### src/rtl/psv_pkg.sv
// Constants shared by the port supervisor: timing, addresses, register map, states.
package psv_pkg;
    localparam int NPORT = 4;
    localparam int CNT_W = 24;
    localparam int SYS_CLK_HZ = 10_000_000;
    localparam int CYC_PER_US = SYS_CLK_HZ / 1_000_000;
    // Abnormal switch condition must persist this long (least time, rounded up)
    localparam int SW_FAULT_NS = 180_000;
    localparam int SW_FAULT_CYC = (SW_FAULT_NS * CYC_PER_US + 999) / 1000;
    // Low-priority shed deadline (longest time, rounded down)
    localparam int SHED_MAX_NS = 6_500;
    localparam int SHED_MAX_CYC = (SHED_MAX_NS * CYC_PER_US) / 1000;
    // Least spacing between two shed turn-offs (rounded up)
    localparam int SHED_GAP_NS = 550;
    localparam int SHED_GAP_CYC = (SHED_GAP_NS * CYC_PER_US + 999) / 1000;
    localparam int SLOW_SPS = 14;
    localparam int FAST_SPS = 440;
    localparam int DISC_TIMEOUT_MS = 300;
    localparam int START_TIMEOUT_MS = 60;
    localparam logic [15:0] FAST_MASK = 16'hffe0;
    // Serial addresses
    localparam logic [2:0] ADDR_PRI_HI = 3'h2;
    localparam logic [6:0] ADDR_BCAST = 7'h30;
    localparam logic [6:0] ADDR_ARA = 7'h0c;
    // Register offsets
    localparam logic [7:0] REG_POWER = 8'h00;
    localparam logic [7:0] REG_DETCLS = 8'h01;
    localparam logic [7:0] REG_DISC_EN = 8'h02;
    localparam logic [7:0] REG_PRIO = 8'h03;
    localparam logic [7:0] REG_ALERT_MASK = 8'h04;
    localparam logic [7:0] REG_EVENT = 8'h05;
    localparam logic [7:0] REG_SWFAULT = 8'h06;
    localparam logic [7:0] REG_CONFIG = 8'h07;
    localparam logic [7:0] REG_ILIM_BASE = 8'h10;
    localparam logic [7:0] REG_FOLD_BASE = 8'h14;
    localparam logic [7:0] REG_MEAS_BASE = 8'h20;
    // Reset values
    localparam logic [7:0] DISC_EN_RST = 8'h0f;
    localparam logic [7:0] DETCLS_RST = 8'h00;
    localparam logic [7:0] ILIM_RST = 8'h80;
    localparam logic [7:0] FOLD_RST = 8'h00;
    localparam int CFG_FAST_BIT = 0;
    typedef enum logic [6:0] {
        ST_IDLE = 7'h01,
        ST_ADDR = 7'h02,
        ST_AACK = 7'h04,
        ST_RX = 7'h08,
        ST_RACK = 7'h10,
        ST_TX = 7'h20,
        ST_TACK = 7'h40
    } psv_i2c_st_t;
endpackage

### src/rtl/psv_port_supervisor.sv
// Four-port power supervisor: faults, disconnect, shutdown, shedding, readback, serial slave.
`timescale 1ns/100ps

module psv_port_supervisor
    import psv_pkg::*;
#(
    parameter int DISC_CYC = DISC_TIMEOUT_MS * (SYS_CLK_HZ / 1000),
    parameter int START_CYC = START_TIMEOUT_MS * (SYS_CLK_HZ / 1000),
    parameter int SLOW_CYC = SYS_CLK_HZ / SLOW_SPS,
    parameter int FAST_CYC = SYS_CLK_HZ / FAST_SPS
) (
    input wire logic i_sys_clk,
    input wire logic i_rst,
    input wire logic i_ce,
    input wire logic [7:0] i_addr,
    input wire logic [7:0] i_wdata,
    input wire logic i_wr,
    input wire logic i_rd,
    output logic [7:0] o_rdata,
    input wire logic [3:0] i_port_off_pin_n,
    input wire logic i_priority_shed_pin_n,
    input wire logic [3:0] i_address_select_pins,
    input wire logic i_scl,
    input wire logic i_sda_in,
    output logic o_sda_out,
    output logic o_sda_oe,
    input wire logic i_alert_in,
    output logic o_alert_out,
    output logic o_alert_oe,
    input wire logic [3:0] i_sense_high,
    input wire logic [3:0] i_gate_high,
    input wire logic [3:0] i_out_on_sensed,
    input wire logic [3:0] i_undercurrent,
    input wire logic [3:0] i_inrush_done,
    input wire logic [63:0] i_meas_volt,
    input wire logic [63:0] i_meas_curr,
    output logic [3:0] o_port_on,
    output logic [3:0] o_gate_weak,
    output logic [3:0] o_det_en,
    output logic [3:0] o_cls_en,
    output logic [31:0] o_ilim_cfg,
    output logic [31:0] o_fold_cfg
);
    localparam int NA = 31;
    localparam int SHED_BOUND = SHED_MAX_CYC;
    // Idle pin levels, so the edge detectors see no false edge after reset
    localparam logic [NA-1:0] SYNC_IDLE = {3'h7, 4'hf, 24'h000000};

    // Same-word block of four per-port registers
    function automatic logic in_quad(input logic [7:0] a, input logic [7:0] base);
        in_quad = (a[7:2] == base[7:2]);
    endfunction

    logic [NA-1:0] sync1_ff, sync2_ff;
    logic scl_s, sda_s, shed_n_s, scl_d_ff, sda_d_ff;
    logic [3:0] off_n_s, adsel_s, sense_s, gate_s, onsn_s, uc_s, idone_s;
    logic [3:0] power_ff, sw_fault_ff, disc_evt_ff, inr_evt_ff, det_ff, cls_ff;
    logic [3:0] sw_set, dis_set, st_set, shed_hit, port_rst, pend;
    logic [7:0] dcac_ff, prio_ff, mask_ff, rd_mux, sh_ff;
    logic [7:0] ilim_ff [NPORT];
    logic [7:0] fold_ff [NPORT];
    logic [15:0] volt_ff [NPORT];
    logic [15:0] curr_ff [NPORT];
    logic fast_cfg_ff, mode_cur_ff, alert_ff, sda_oe_ff, ara_ff, conv_tick;
    logic [CNT_W-1:0] conv_cnt_ff;
    logic [3:0] gap_ff, bit_ff;
    psv_i2c_st_t i2c_st_ff;

    // Pins and comparator outputs all come from outside this clock
    always_ff @(posedge i_sys_clk) begin
        if (i_rst) begin
            sync1_ff <= SYNC_IDLE;
            sync2_ff <= SYNC_IDLE;
        end else if (i_ce) begin
            sync1_ff <= {i_scl, i_sda_in, i_priority_shed_pin_n, i_port_off_pin_n,
                         i_address_select_pins, i_sense_high, i_gate_high,
                         i_out_on_sensed, i_undercurrent, i_inrush_done};
            sync2_ff <= sync1_ff;
        end
    end
    assign {scl_s, sda_s, shed_n_s, off_n_s, adsel_s, sense_s, gate_s, onsn_s,
            uc_s, idone_s} = sync2_ff;

    assign port_rst = (i_ce && i_wr && i_addr == REG_SWFAULT) ? i_wdata[3:0] : 4'h0;

    // Shared configuration registers
    always_ff @(posedge i_sys_clk) begin
        if (i_rst) begin
            dcac_ff <= DISC_EN_RST;
            prio_ff <= 8'h00;
            mask_ff <= 8'h00;
            fast_cfg_ff <= 1'b0;
        end else if (i_ce && i_wr) begin
            if (i_addr == REG_DISC_EN) dcac_ff <= i_wdata;
            if (i_addr == REG_PRIO) prio_ff <= i_wdata;
            if (i_addr == REG_ALERT_MASK) mask_ff <= i_wdata;
            if (i_addr == REG_CONFIG) fast_cfg_ff <= i_wdata[CFG_FAST_BIT];
        end
    end

    // Conversion pacing; mode latched only at a conversion boundary
    assign conv_tick = (conv_cnt_ff == '0);
    always_ff @(posedge i_sys_clk) begin
        if (i_rst) begin
            conv_cnt_ff <= '0;
            mode_cur_ff <= 1'b0;
        end else if (i_ce) begin
            if (conv_tick) begin
                mode_cur_ff <= fast_cfg_ff;
                conv_cnt_ff <= fast_cfg_ff ? CNT_W'(FAST_CYC - 1) : CNT_W'(SLOW_CYC - 1);
            end else begin
                conv_cnt_ff <= conv_cnt_ff - 1'b1;
            end
        end
    end

    // Staggered shedding: lowest pending port first, one per gap
    assign pend = {4{~shed_n_s}} & prio_ff[3:0] & power_ff;
    assign shed_hit = (gap_ff == 4'h0) ? (pend & (~pend + 4'h1)) : 4'h0;
    always_ff @(posedge i_sys_clk) begin
        if (i_rst) begin
            gap_ff <= 4'h0;
        end else if (i_ce) begin
            if (|shed_hit) gap_ff <= 4'(SHED_GAP_CYC - 1);
            else if (gap_ff != 4'h0) gap_ff <= gap_ff - 4'h1;
        end
    end

    genvar p;
    generate
        for (p = 0; p < NPORT; p++) begin : g_port
            logic abn, dis_on, st_on;
            logic [CNT_W-1:0] abn_cnt_ff, dis_cnt_ff, st_cnt_ff;
            assign abn = sense_s[p] | gate_s[p] | (onsn_s[p] & ~power_ff[p]);
            assign sw_set[p] = abn && abn_cnt_ff >= CNT_W'(SW_FAULT_CYC);
            assign dis_on = power_ff[p] & uc_s[p] & (dcac_ff[p] | dcac_ff[p+4]);
            assign dis_set[p] = dis_on && dis_cnt_ff == CNT_W'(DISC_CYC - 1);
            // Open switch never shows abnormal, so only the inrush timer catches it
            assign st_on = power_ff[p] & ~idone_s[p];
            assign st_set[p] = st_on && st_cnt_ff == CNT_W'(START_CYC - 1);

            always_ff @(posedge i_sys_clk) begin
                if (i_rst || port_rst[p]) begin
                    abn_cnt_ff <= '0;
                end else if (i_ce) begin
                    if (!abn) abn_cnt_ff <= '0;
                    else if (!sw_set[p]) abn_cnt_ff <= abn_cnt_ff + 1'b1;
                end
            end
            always_ff @(posedge i_sys_clk) begin
                if (i_rst) begin
                    dis_cnt_ff <= '0;
                    st_cnt_ff <= '0;
                end else if (i_ce) begin
                    dis_cnt_ff <= dis_on ? dis_cnt_ff + 1'b1 : '0;
                    st_cnt_ff <= st_on ? st_cnt_ff + 1'b1 : '0;
                end
            end
            // Set wins over clear for all hardware flags
            always_ff @(posedge i_sys_clk) begin
                if (i_rst) begin
                    sw_fault_ff[p] <= 1'b0;
                    disc_evt_ff[p] <= 1'b0;
                    inr_evt_ff[p] <= 1'b0;
                end else if (i_ce) begin
                    if (sw_set[p]) sw_fault_ff[p] <= 1'b1;
                    else if (port_rst[p]) sw_fault_ff[p] <= 1'b0;
                    if (dis_set[p]) disc_evt_ff[p] <= 1'b1;
                    else if (i_wr && i_addr == REG_EVENT && i_wdata[p]) disc_evt_ff[p] <= 1'b0;
                    if (st_set[p]) inr_evt_ff[p] <= 1'b1;
                    else if (i_wr && i_addr == REG_EVENT && i_wdata[p+4]) inr_evt_ff[p] <= 1'b0;
                end
            end
            // Turn-off causes win over a software enable in the same cycle
            always_ff @(posedge i_sys_clk) begin
                if (i_rst) begin
                    power_ff[p] <= 1'b0;
                end else if (i_ce) begin
                    if (sw_fault_ff[p] || sw_set[p] || !off_n_s[p] || shed_hit[p]
                        || dis_set[p] || st_set[p] || port_rst[p]) power_ff[p] <= 1'b0;
                    else if (i_wr && i_addr == REG_POWER) power_ff[p] <= i_wdata[p];
                end
            end
            always_ff @(posedge i_sys_clk) begin
                if (i_rst) begin
                    det_ff[p] <= DETCLS_RST[p];
                    cls_ff[p] <= DETCLS_RST[p+4];
                end else if (i_ce) begin
                    if (shed_hit[p]) begin
                        det_ff[p] <= 1'b0;
                        cls_ff[p] <= 1'b0;
                    end else if (i_wr && i_addr == REG_DETCLS) begin
                        det_ff[p] <= i_wdata[p];
                        cls_ff[p] <= i_wdata[p+4];
                    end
                end
            end
            always_ff @(posedge i_sys_clk) begin
                if (i_rst) begin
                    ilim_ff[p] <= ILIM_RST;
                    fold_ff[p] <= FOLD_RST;
                end else if (i_ce && i_wr && i_addr[1:0] == 2'(p)) begin
                    if (in_quad(i_addr, REG_ILIM_BASE)) ilim_ff[p] <= i_wdata;
                    if (in_quad(i_addr, REG_FOLD_BASE)) fold_ff[p] <= i_wdata;
                end
            end
            always_ff @(posedge i_sys_clk) begin
                if (i_rst) begin
                    volt_ff[p] <= 16'h0000;
                    curr_ff[p] <= 16'h0000;
                end else if (i_ce && conv_tick) begin
                    volt_ff[p] <= i_meas_volt[16*p +: 16] & (mode_cur_ff ? FAST_MASK : 16'hffff);
                    curr_ff[p] <= i_meas_curr[16*p +: 16] & (mode_cur_ff ? FAST_MASK : 16'hffff);
                end
            end
            assign o_ilim_cfg[8*p +: 8] = ilim_ff[p];
            assign o_fold_cfg[8*p +: 8] = fold_ff[p];

        end
    endgenerate

    // Read mux; measurement readback of an unpowered port reads zero
    always_comb begin
        rd_mux = 8'h00;
        if (in_quad(i_addr, REG_ILIM_BASE)) rd_mux = ilim_ff[i_addr[1:0]];
        else if (in_quad(i_addr, REG_FOLD_BASE)) rd_mux = fold_ff[i_addr[1:0]];
        else if (i_addr[7:4] == REG_MEAS_BASE[7:4]) begin
            if (power_ff[i_addr[3:2]]) begin
                case (i_addr[1:0])
                    2'h0: rd_mux = volt_ff[i_addr[3:2]][7:0];
                    2'h1: rd_mux = volt_ff[i_addr[3:2]][15:8];
                    2'h2: rd_mux = curr_ff[i_addr[3:2]][7:0];
                    default: rd_mux = curr_ff[i_addr[3:2]][15:8];
                endcase
            end
        end else begin
            case (i_addr)
                REG_POWER: rd_mux = {4'h0, power_ff};
                REG_DETCLS: rd_mux = {cls_ff, det_ff};
                REG_DISC_EN: rd_mux = dcac_ff;
                REG_PRIO: rd_mux = prio_ff;
                REG_ALERT_MASK: rd_mux = mask_ff;
                REG_EVENT: rd_mux = {inr_evt_ff, disc_evt_ff};
                REG_SWFAULT: rd_mux = {4'h0, sw_fault_ff};
                REG_CONFIG: rd_mux = {6'h00, mode_cur_ff, fast_cfg_ff};
                default: rd_mux = 8'h00;
            endcase
        end
    end
    always_ff @(posedge i_sys_clk) begin
        if (i_rst) o_rdata <= 8'h00;
        else if (i_ce && i_rd) o_rdata <= rd_mux;
    end

    // Alert: disconnects masked per port, inrush and switch faults sharing one mask bit per port, onto one line
    always_ff @(posedge i_sys_clk) begin
        if (i_rst) alert_ff <= 1'b0;
        else if (i_ce) alert_ff <= |({inr_evt_ff | sw_fault_ff, disc_evt_ff} & mask_ff);
    end

    // Serial slave, oversampled from the system clock; never drives the clock
    logic scl_rise, scl_fall, start_c, stop_c, a_pri, a_bc, a_ara, hit;
    logic [6:0] my_addr;
    assign my_addr = {ADDR_PRI_HI, adsel_s};
    assign scl_rise = scl_s & ~scl_d_ff;
    assign scl_fall = ~scl_s & scl_d_ff;
    assign start_c = scl_s & scl_d_ff & sda_d_ff & ~sda_s;
    assign stop_c = scl_s & scl_d_ff & ~sda_d_ff & sda_s;
    assign a_pri = (sh_ff[7:1] == my_addr);
    assign a_bc = (sh_ff[7:1] == ADDR_BCAST) && !sh_ff[0];
    assign a_ara = (sh_ff[7:1] == ADDR_ARA) && sh_ff[0] && alert_ff;
    assign hit = a_pri | a_bc | a_ara;
    always_ff @(posedge i_sys_clk) begin
        if (i_rst) begin
            scl_d_ff <= 1'b1;
            sda_d_ff <= 1'b1;
        end else if (i_ce) begin
            scl_d_ff <= scl_s;
            sda_d_ff <= sda_s;
        end
    end
    always_ff @(posedge i_sys_clk) begin
        if (i_rst) begin
            i2c_st_ff <= ST_IDLE;
            sh_ff <= 8'h00;
            bit_ff <= 4'h0;
            ara_ff <= 1'b0;
            sda_oe_ff <= 1'b0;
        end else if (i_ce) begin
            if (start_c) begin
                i2c_st_ff <= ST_ADDR;
                bit_ff <= 4'h0;
                sda_oe_ff <= 1'b0;
            end else if (stop_c) begin
                i2c_st_ff <= ST_IDLE;
                sda_oe_ff <= 1'b0;
            end else begin
                case (i2c_st_ff)
                    ST_IDLE: sda_oe_ff <= 1'b0;
                    ST_ADDR, ST_RX: begin
                        if (scl_rise) begin
                            sh_ff <= {sh_ff[6:0], sda_s};
                            bit_ff <= bit_ff + 4'h1;
                        end else if (scl_fall && bit_ff == 4'h8) begin
                            if (i2c_st_ff == ST_RX || hit) begin
                                sda_oe_ff <= 1'b1;
                                ara_ff <= (i2c_st_ff == ST_ADDR) && a_ara;
                                i2c_st_ff <= (i2c_st_ff == ST_RX) ? ST_RACK : ST_AACK;
                            end else begin
                                i2c_st_ff <= ST_IDLE;
                            end
                        end
                    end
                    ST_AACK, ST_RACK: begin
                        if (scl_fall) begin
                            bit_ff <= 4'h0;
                            if (i2c_st_ff == ST_AACK && ara_ff) begin
                                sh_ff <= {my_addr, 1'b0};
                                sda_oe_ff <= ~my_addr[6];
                                i2c_st_ff <= ST_TX;
                            end else begin
                                sda_oe_ff <= 1'b0;
                                i2c_st_ff <= ST_RX;
                            end
                        end
                    end
                    ST_TX: begin
                        if (scl_fall) begin
                            if (bit_ff == 4'h7) begin
                                sda_oe_ff <= 1'b0;
                                i2c_st_ff <= ST_TACK;
                            end else begin
                                sh_ff <= {sh_ff[6:0], 1'b0};
                                sda_oe_ff <= ~sh_ff[6];
                                bit_ff <= bit_ff + 4'h1;
                            end
                        end
                    end
                    ST_TACK: if (scl_rise) i2c_st_ff <= ST_IDLE;
                    default: i2c_st_ff <= ST_IDLE;
                endcase
            end
        end
    end

    assign o_sda_out = 1'b0;
    assign o_sda_oe = sda_oe_ff;
    assign o_alert_out = 1'b0;
    assign o_alert_oe = alert_ff;
    assign o_port_on = power_ff;
    assign o_gate_weak = sw_fault_ff;
    assign o_det_en = det_ff;
    assign o_cls_en = cls_ff;
endmodule

### config.mk
export PLATFORM = sky130hd
export DESIGN_NAME = psv_port_supervisor
export DESIGN_NICKNAME = d
export VERILOG_FILES = /design/src/rtl/psv_pkg.sv /design/src/rtl/psv_port_supervisor.sv
export SDC_FILE = /design/constraint.sdc
export NUM_CORES = 1
export LEC_CHECK = 0
export BUFFER_PORTS_ARGS = -buffer_cell sky130_fd_sc_hd__buf_2
export CORE_UTILIZATION = 50
export CTS_CLUSTER_DIAMETER = 40
export DETAILED_ROUTE_END_ITERATION = 10
export HOLD_SLACK_MARGIN = 0.15
export PLACE_DENSITY_LB_ADDON = 0.3
export SYNTH_ARGS = -nofsm -noshare
export SYNTH_HDL_FRONTEND = slang
export SYNTH_SLANG_ARGS = --single-unit
export TNS_END_PERCENT = 1
### constraint.sdc
create_clock -name i_sys_clk -period 7.05 [get_ports i_sys_clk]
set_input_delay 0.705 -clock i_sys_clk [delete_from_list [all_inputs] [get_ports i_sys_clk]]
set_output_delay 0.705 -clock i_sys_clk [all_outputs]
set_load 0.1 [all_outputs]
==> flow_summary.toml, run 1 <==
[status]
status = "finished, final reports clean"

[cells_and_area]
synthToLayoutAreaGrowth_pct = 17.64
final_cell_mix = "dfxtp_1 (460), nor2_1 (435), buf_2 (266)"
drive_gt1_share_pct = 16.48
antenna_cells = 0
final_common_cell = "dfxtp_1"
nets = 3372

[synthesis]
ys_ff_latch = 652
synth_warnings = 0
async_reset_ff_share_pct = 0
ys_seq_area_share_pct = 51.23
syn_inst = 2934
syn_area_per_cell_um2 = 9.963
synth_edf_count = 192
syn_area_mm2 = 0.02923
yosys_most_used_dff = "dfxtp_1"
yosysUniqueCellTypes = 73

[die]
core-area_mm2 = 0.05770
die-width_um = 243.8
dieArea_mm2 = 0.05943
fp-row-count = 88
pin_count = 273
initial_core_util_pct = 50.66
die_h_um = 243.8

[grt]
grt_start_max_net_pins = 130
grt-ovfl-total = 0
antenna_found_initial = 2
grt_pass1_wl_mm = 117.5
grt_pass1_vias = 22600
grt_util_all_layers_pct = 24.41

[sta]
final-setup-viol-count = 0
tightest_slew_ns = 1.136
period_share_pct = 59.64
max-slew-margin-rel_pct = 24.26
finClkSkew_ns = 0.02946
max_freq_ghz = 0.2378
rsz0062_at_grt = "no"
fin_tns_setup_ns = 0
finalWorstSetupSlack_ns = 2.845
fin_crit_ns = 4.205
drv_slew = 0
finalHoldViolCount = 0

[setup_path]
crit_family = "simple AND/OR/NAND/NOR gates"
crit_chain = "nor3_1, nand4_1, nor2_1, a21o_4, buf_4"
cpMaxStageDelayCell = "a21o_4"
cp.arrival_ns = 4.49
cpPeakStageDelay_ns = 0.96
critPathRequiredTime_ns = 7.33
crit_buf_inv = 1
rrSetupSlack_ns = 2.85
startpoint_type = "register"
crit_path_end_kind = "register"
crit_type = "reg2reg"
path_max_fanout = 93

[clock_tree]
holdBufCountCts = 0
clk_path_buf_depth = 3
cts_setup_buffers = 0
clkSinkCount = 652
clkLatencyLatePin_ns = 0.66
h-tree-depth = 3
cts_buffers = 90
clockRootBuffer = "clkbuf_16"
cts_tree = "done"
ctsResizeCount = 0
clk_transition_reported_paths_ns = 0.06

[power]
p_leak_nw = 12.92
ir_drop_v = 0.0002642
powerDensity_mw_per_mm2 = 298.4

[place]
portBuffers = 269
dp_hpwl_mm = 50.57
gp_congestion = 0.8867
place_ws_ns = 2.984

[drt]
wire_per_inst_um = 18.36
via_per_inst = 5.743
routed_wl_mm = 73.68
drtIter0Drc = 1754
firstDrtPassIters = 5
vias = 23040
drc = 0
ant_nets = 0

[hold_path]
min_path_type = "in2reg"

[flow_run]
max_cap_viol_count = 0
## cells in the mapped netlist (6+ instances only)
master	instances	area, um2
a31oi_1	14	87.58
o21ai_0	64	320.3
and3_1	87	544.3
edfxtp_1	192	5766
nand2_1	181	679.4
xnor2_1	62	543.0
a41oi_1	7	61.31
nor2b_1	31	193.9
and4_1	16	140.1
ha_1	22	275.3
a311oi_1	6	52.55
nand2b_1	24	150.1
buf_1	16	60.06
nor4_1	30	187.7
a221oi_1	7	61.31
nor3_1	82	410.4
buf_2	17	85.08
a21oi_1	107	535.5
o21bai_1	13	97.59
or3_1	38	237.7
mux2i_1	87	870.8
or4_1	13	97.59
dfxtp_1	460	9209
nand3_1	104	520.5
nor4b_1	16	140.1
or2_2	9	56.30
a211oi_1	22	165.2
mux4_2	56	1261
a21o_1	7	52.55
nand4_1	73	456.7
xor2_1	145	1270
a211o_1	25	219.0
a22oi_1	32	240.2
nor3b_1	12	90.09
and2_1	187	1170
nor2_1	435	1633
o2111ai_1	6	52.55
clkbuf_1	112	420.4
o211ai_1	8	60.06
inv_1	43	161.4
## power breakdown
part           leakage [nW]  switching (mW)  internal [mW]
Combinational          5.71           0.777          0.420
Sequential             5.66           0.146           4.18
Clock                  1.55            1.88           2.86
Total                  12.9            2.80           7.46
## per-stage QoR
stage	hold WS [ns]	cell area, um2	util, %	cells	total power, mW
finish	0.2627	34390	59.60	4012	10.26
global route	0.2372	34390	59.60	4012	10.61
CTS	0.2302	34390	59.60	4012	10.32
detailed placement	0.4452	31150	53.99	3842	5.587
global placement	0.4349	31150	53.99	3842	5.530
floorplan	0.4175	29230	-	2935	5.267
## layer usage
metal	wire [um]	share of wire, %	vias up	track usage (%)
met5	13	0.018	-	0
met4	1920	2.6	2	7.978
met3	5124	7.0	131	4.990
met2	35140	48	805	40.36
met1	31480	43	11180	31.90
li1	-	-	10930	-
## worst paths after layout
kind	startpoint	endpoint	cells after the start
worst max register to register	conv_cnt_ff[4]	volt_ff[2][14]	5
worst min register to register	g_port[2].abn_cnt_ff[21]	g_port[2].abn_cnt_ff[21]	1
worst max-delay path	conv_cnt_ff[4]	volt_ff[2][14]	5
worst min-delay path	i_scl	sync1_ff[30]	2
## final cells by class
cell class | count | area (um2)
clock inverters | 69 | 882.1
inverters | 43 | 161.4
flip-flops and latches | 652 | 14970
multi-input cells | 2092 | 13520
well taps | 765 | 957.2
fillers | 4785 | 23310
repair buffers | 290 | 1534
clock buffers | 101 | 2354
## logic make-up after synthesis
group	share of synthesized area, %
fa+ha+maj	0.9417
simple gates	23.79
other cells	0.01283
compound gates	7.816
buf+inv	2.564
mux	7.448
flops	51.23
xor+xnor	6.202
## sequential cells by signal, indices dropped and copies added (netlist names), 7 cells and up
signal / flops
g_port.abn_cnt_ff: 96
g_port.dis_cnt_ff: 96
g_port.st_cnt_ff: 96
curr_ff: 64
volt_ff: 64
fold_ff: 32
ilim_ff: 32
sync1_ff: 31
sync2_ff: 31
conv_cnt_ff: 24
dcac_ff: 8
mask_ff: 8
o_rdata: 8
prio_ff: 8
sh_ff: 8
i2c_st_ff: 7
Power figures use the tool's default switching activity.
==> run 2, diff against run 1 <==
==> constraint.sdc (replaced) <==
create_clock -name i_sys_clk -period 3.8 [get_ports i_sys_clk]
set_input_delay 0.38 -clock i_sys_clk [delete_from_list [all_inputs] [get_ports i_sys_clk]]
set_output_delay 0.38 -clock i_sys_clk [all_outputs]
set_load 0.1 [all_outputs]
==> flow_summary.toml, run 2 (same netlist as run 1, synthesis figures left out) <==
[status]
status = "finished, final reports clean"

[flow_run]
max_cap_viol_count = 0

[sta]
drv_slew = 0
fin_crit_ns = 2.941
fin_tns_setup_ns = 0
tightest_slew_ns = 1.047
fin_hold_ws_ns = 0.2089
max-slew-margin-rel_pct = 30.10
finalWorstSetupSlack_ns = 0.8593
rsz0062_at_grt = "no"
final-setup-viol-count = 0
finalHoldViolCount = 0
period_share_pct = 77.39
max_freq_ghz = 0.3401
finClkSkew_ns = 0.03170

[grt]
grt-ovfl-total = 0
grt_start_max_net_pins = 130
grt_pass1_wl_mm = 126.3
grt_pass1_vias = 24080
grt_util_all_layers_pct = 26.37
antenna_found_initial = 2

[hold_path]
min_path_type = "in2reg"

[cells_and_area]
final_cell_mix = "dfxtp_1 (460), nor2_1 (435), buf_2 (266)"
instances_no_fill = 4194
nets = 3552
drive_gt1_share_pct = 16.28
synthToLayoutAreaGrowth_pct = 23.91
postLayoutCellArea_mm2 = 0.03622
reg_top3 = "g_port.abn_cnt_ff x96, g_port.dis_cnt_ff x96, g_port.st_cnt_ff x96"
final_common_cell = "dfxtp_1"

[place]
place_ws_ns = 0.7144
dp_cells = 3858
portBuffers = 269
dp_hpwl_mm = 51.45
postPlaceCellArea_mm2 = 0.03135
gp_congestion = 0.9125

[drt]
drtIter0Drc = 1700
ant_nets = 0
wire_per_inst_um = 18.84
routed_wl_mm = 78.99
drc = 0
firstDrtPassIters = 5
vias = 24000
via_per_inst = 5.722

[clock_tree]
cts_setup_buffers = 0
ctsResizeCount = 0
cts_tree = "done"
holdBufCountCts = 159
clkSinkCount = 652
cts_buffers = 95
clockRootBuffer = "clkbuf_16"
clk_path_buf_depth = 3
clk_transition_reported_paths_ns = 0.07
clkLatencyLatePin_ns = 0.66
h-tree-depth = 3

[die]
core-area_mm2 = 0.05770
die_h_um = 243.8
initial_core_util_pct = 50.66
dieArea_mm2 = 0.05943
fp-row-count = 88
pin_count = 273
die-width_um = 243.8

[setup_path]
crit_path_end_kind = "register"
cp.arrival_ns = 3.45
crit_type = "reg2reg"
critPathRequiredTime_ns = 4.31
path_max_fanout = 8
startpoint_type = "register"

[power]
ir_drop_v = 0.0005830
p_leak_nw = 13.72
powerDensity_mw_per_mm2 = 534.2
[run 2: path summary, 6_finish.rpt]
path,start,endpoint,slack (ns),cells past startpoint
max reg2reg,o_port_on[3],g_port[3].abn_cnt_ff[8],0.86,7
min reg2reg,g_port[1].abn_cnt_ff[19],g_port[1].abn_cnt_ff[19],0.46,2
max,o_port_on[3],g_port[3].abn_cnt_ff[8],0.86,7
min,i_wdata[5],mask_ff[5],0.21,3
[run 2: worst max-delay path, cell delays in order (launching register included)]
cell and delay, ns:
dfxtp_1 0.55, inv_1 0.16, a211oi_1 0.71, a41oi_1 0.33, nand2b_1 0.35, nor3_1 0.46, xnor2_1 0.18, nor2_1 0.06
[run 2: where the power goes]
group,internal (mW),switching [mW],leakage (nW)
registers,7.75,0.291,5.66
clock network,5.29,3.59,1.58
logic,0.929,1.50,6.48
[run 2: layout make-up]
class	instances	area (um2)
Antenna cell	1	2.502
Sequential cell	652	14970
Clock inverter	73	810.8
Multi-Input combinational cell	2092	13520
Inverter	43	161.4
Tap cell	765	957.2
Fill cell	4537	21480
Timing Repair Buffer	465	3321
Clock buffer	103	2469
[run 2: stage by stage]
| stage | power, mW | utilization (%) |
|---|---|---|
| after floorplan | 9.752 | - |
| after global placement | 10.31 | 54.33 |
| after detailed placement | 10.42 | 54.33 |
| after CTS | 19.40 | 62.77 |
| after global routing | 20.02 | 62.77 |
| final | 19.35 | 62.78 |
[run 2: per-layer routing]
metal	wire (um)	vias up	GRT usage [%]
met5	24	-	0
met4	2176	4	8.713
met3	5564	186	5.607
met2	38850	915	45.09
met1	32380	11610	33.02
li1	-	11290	-
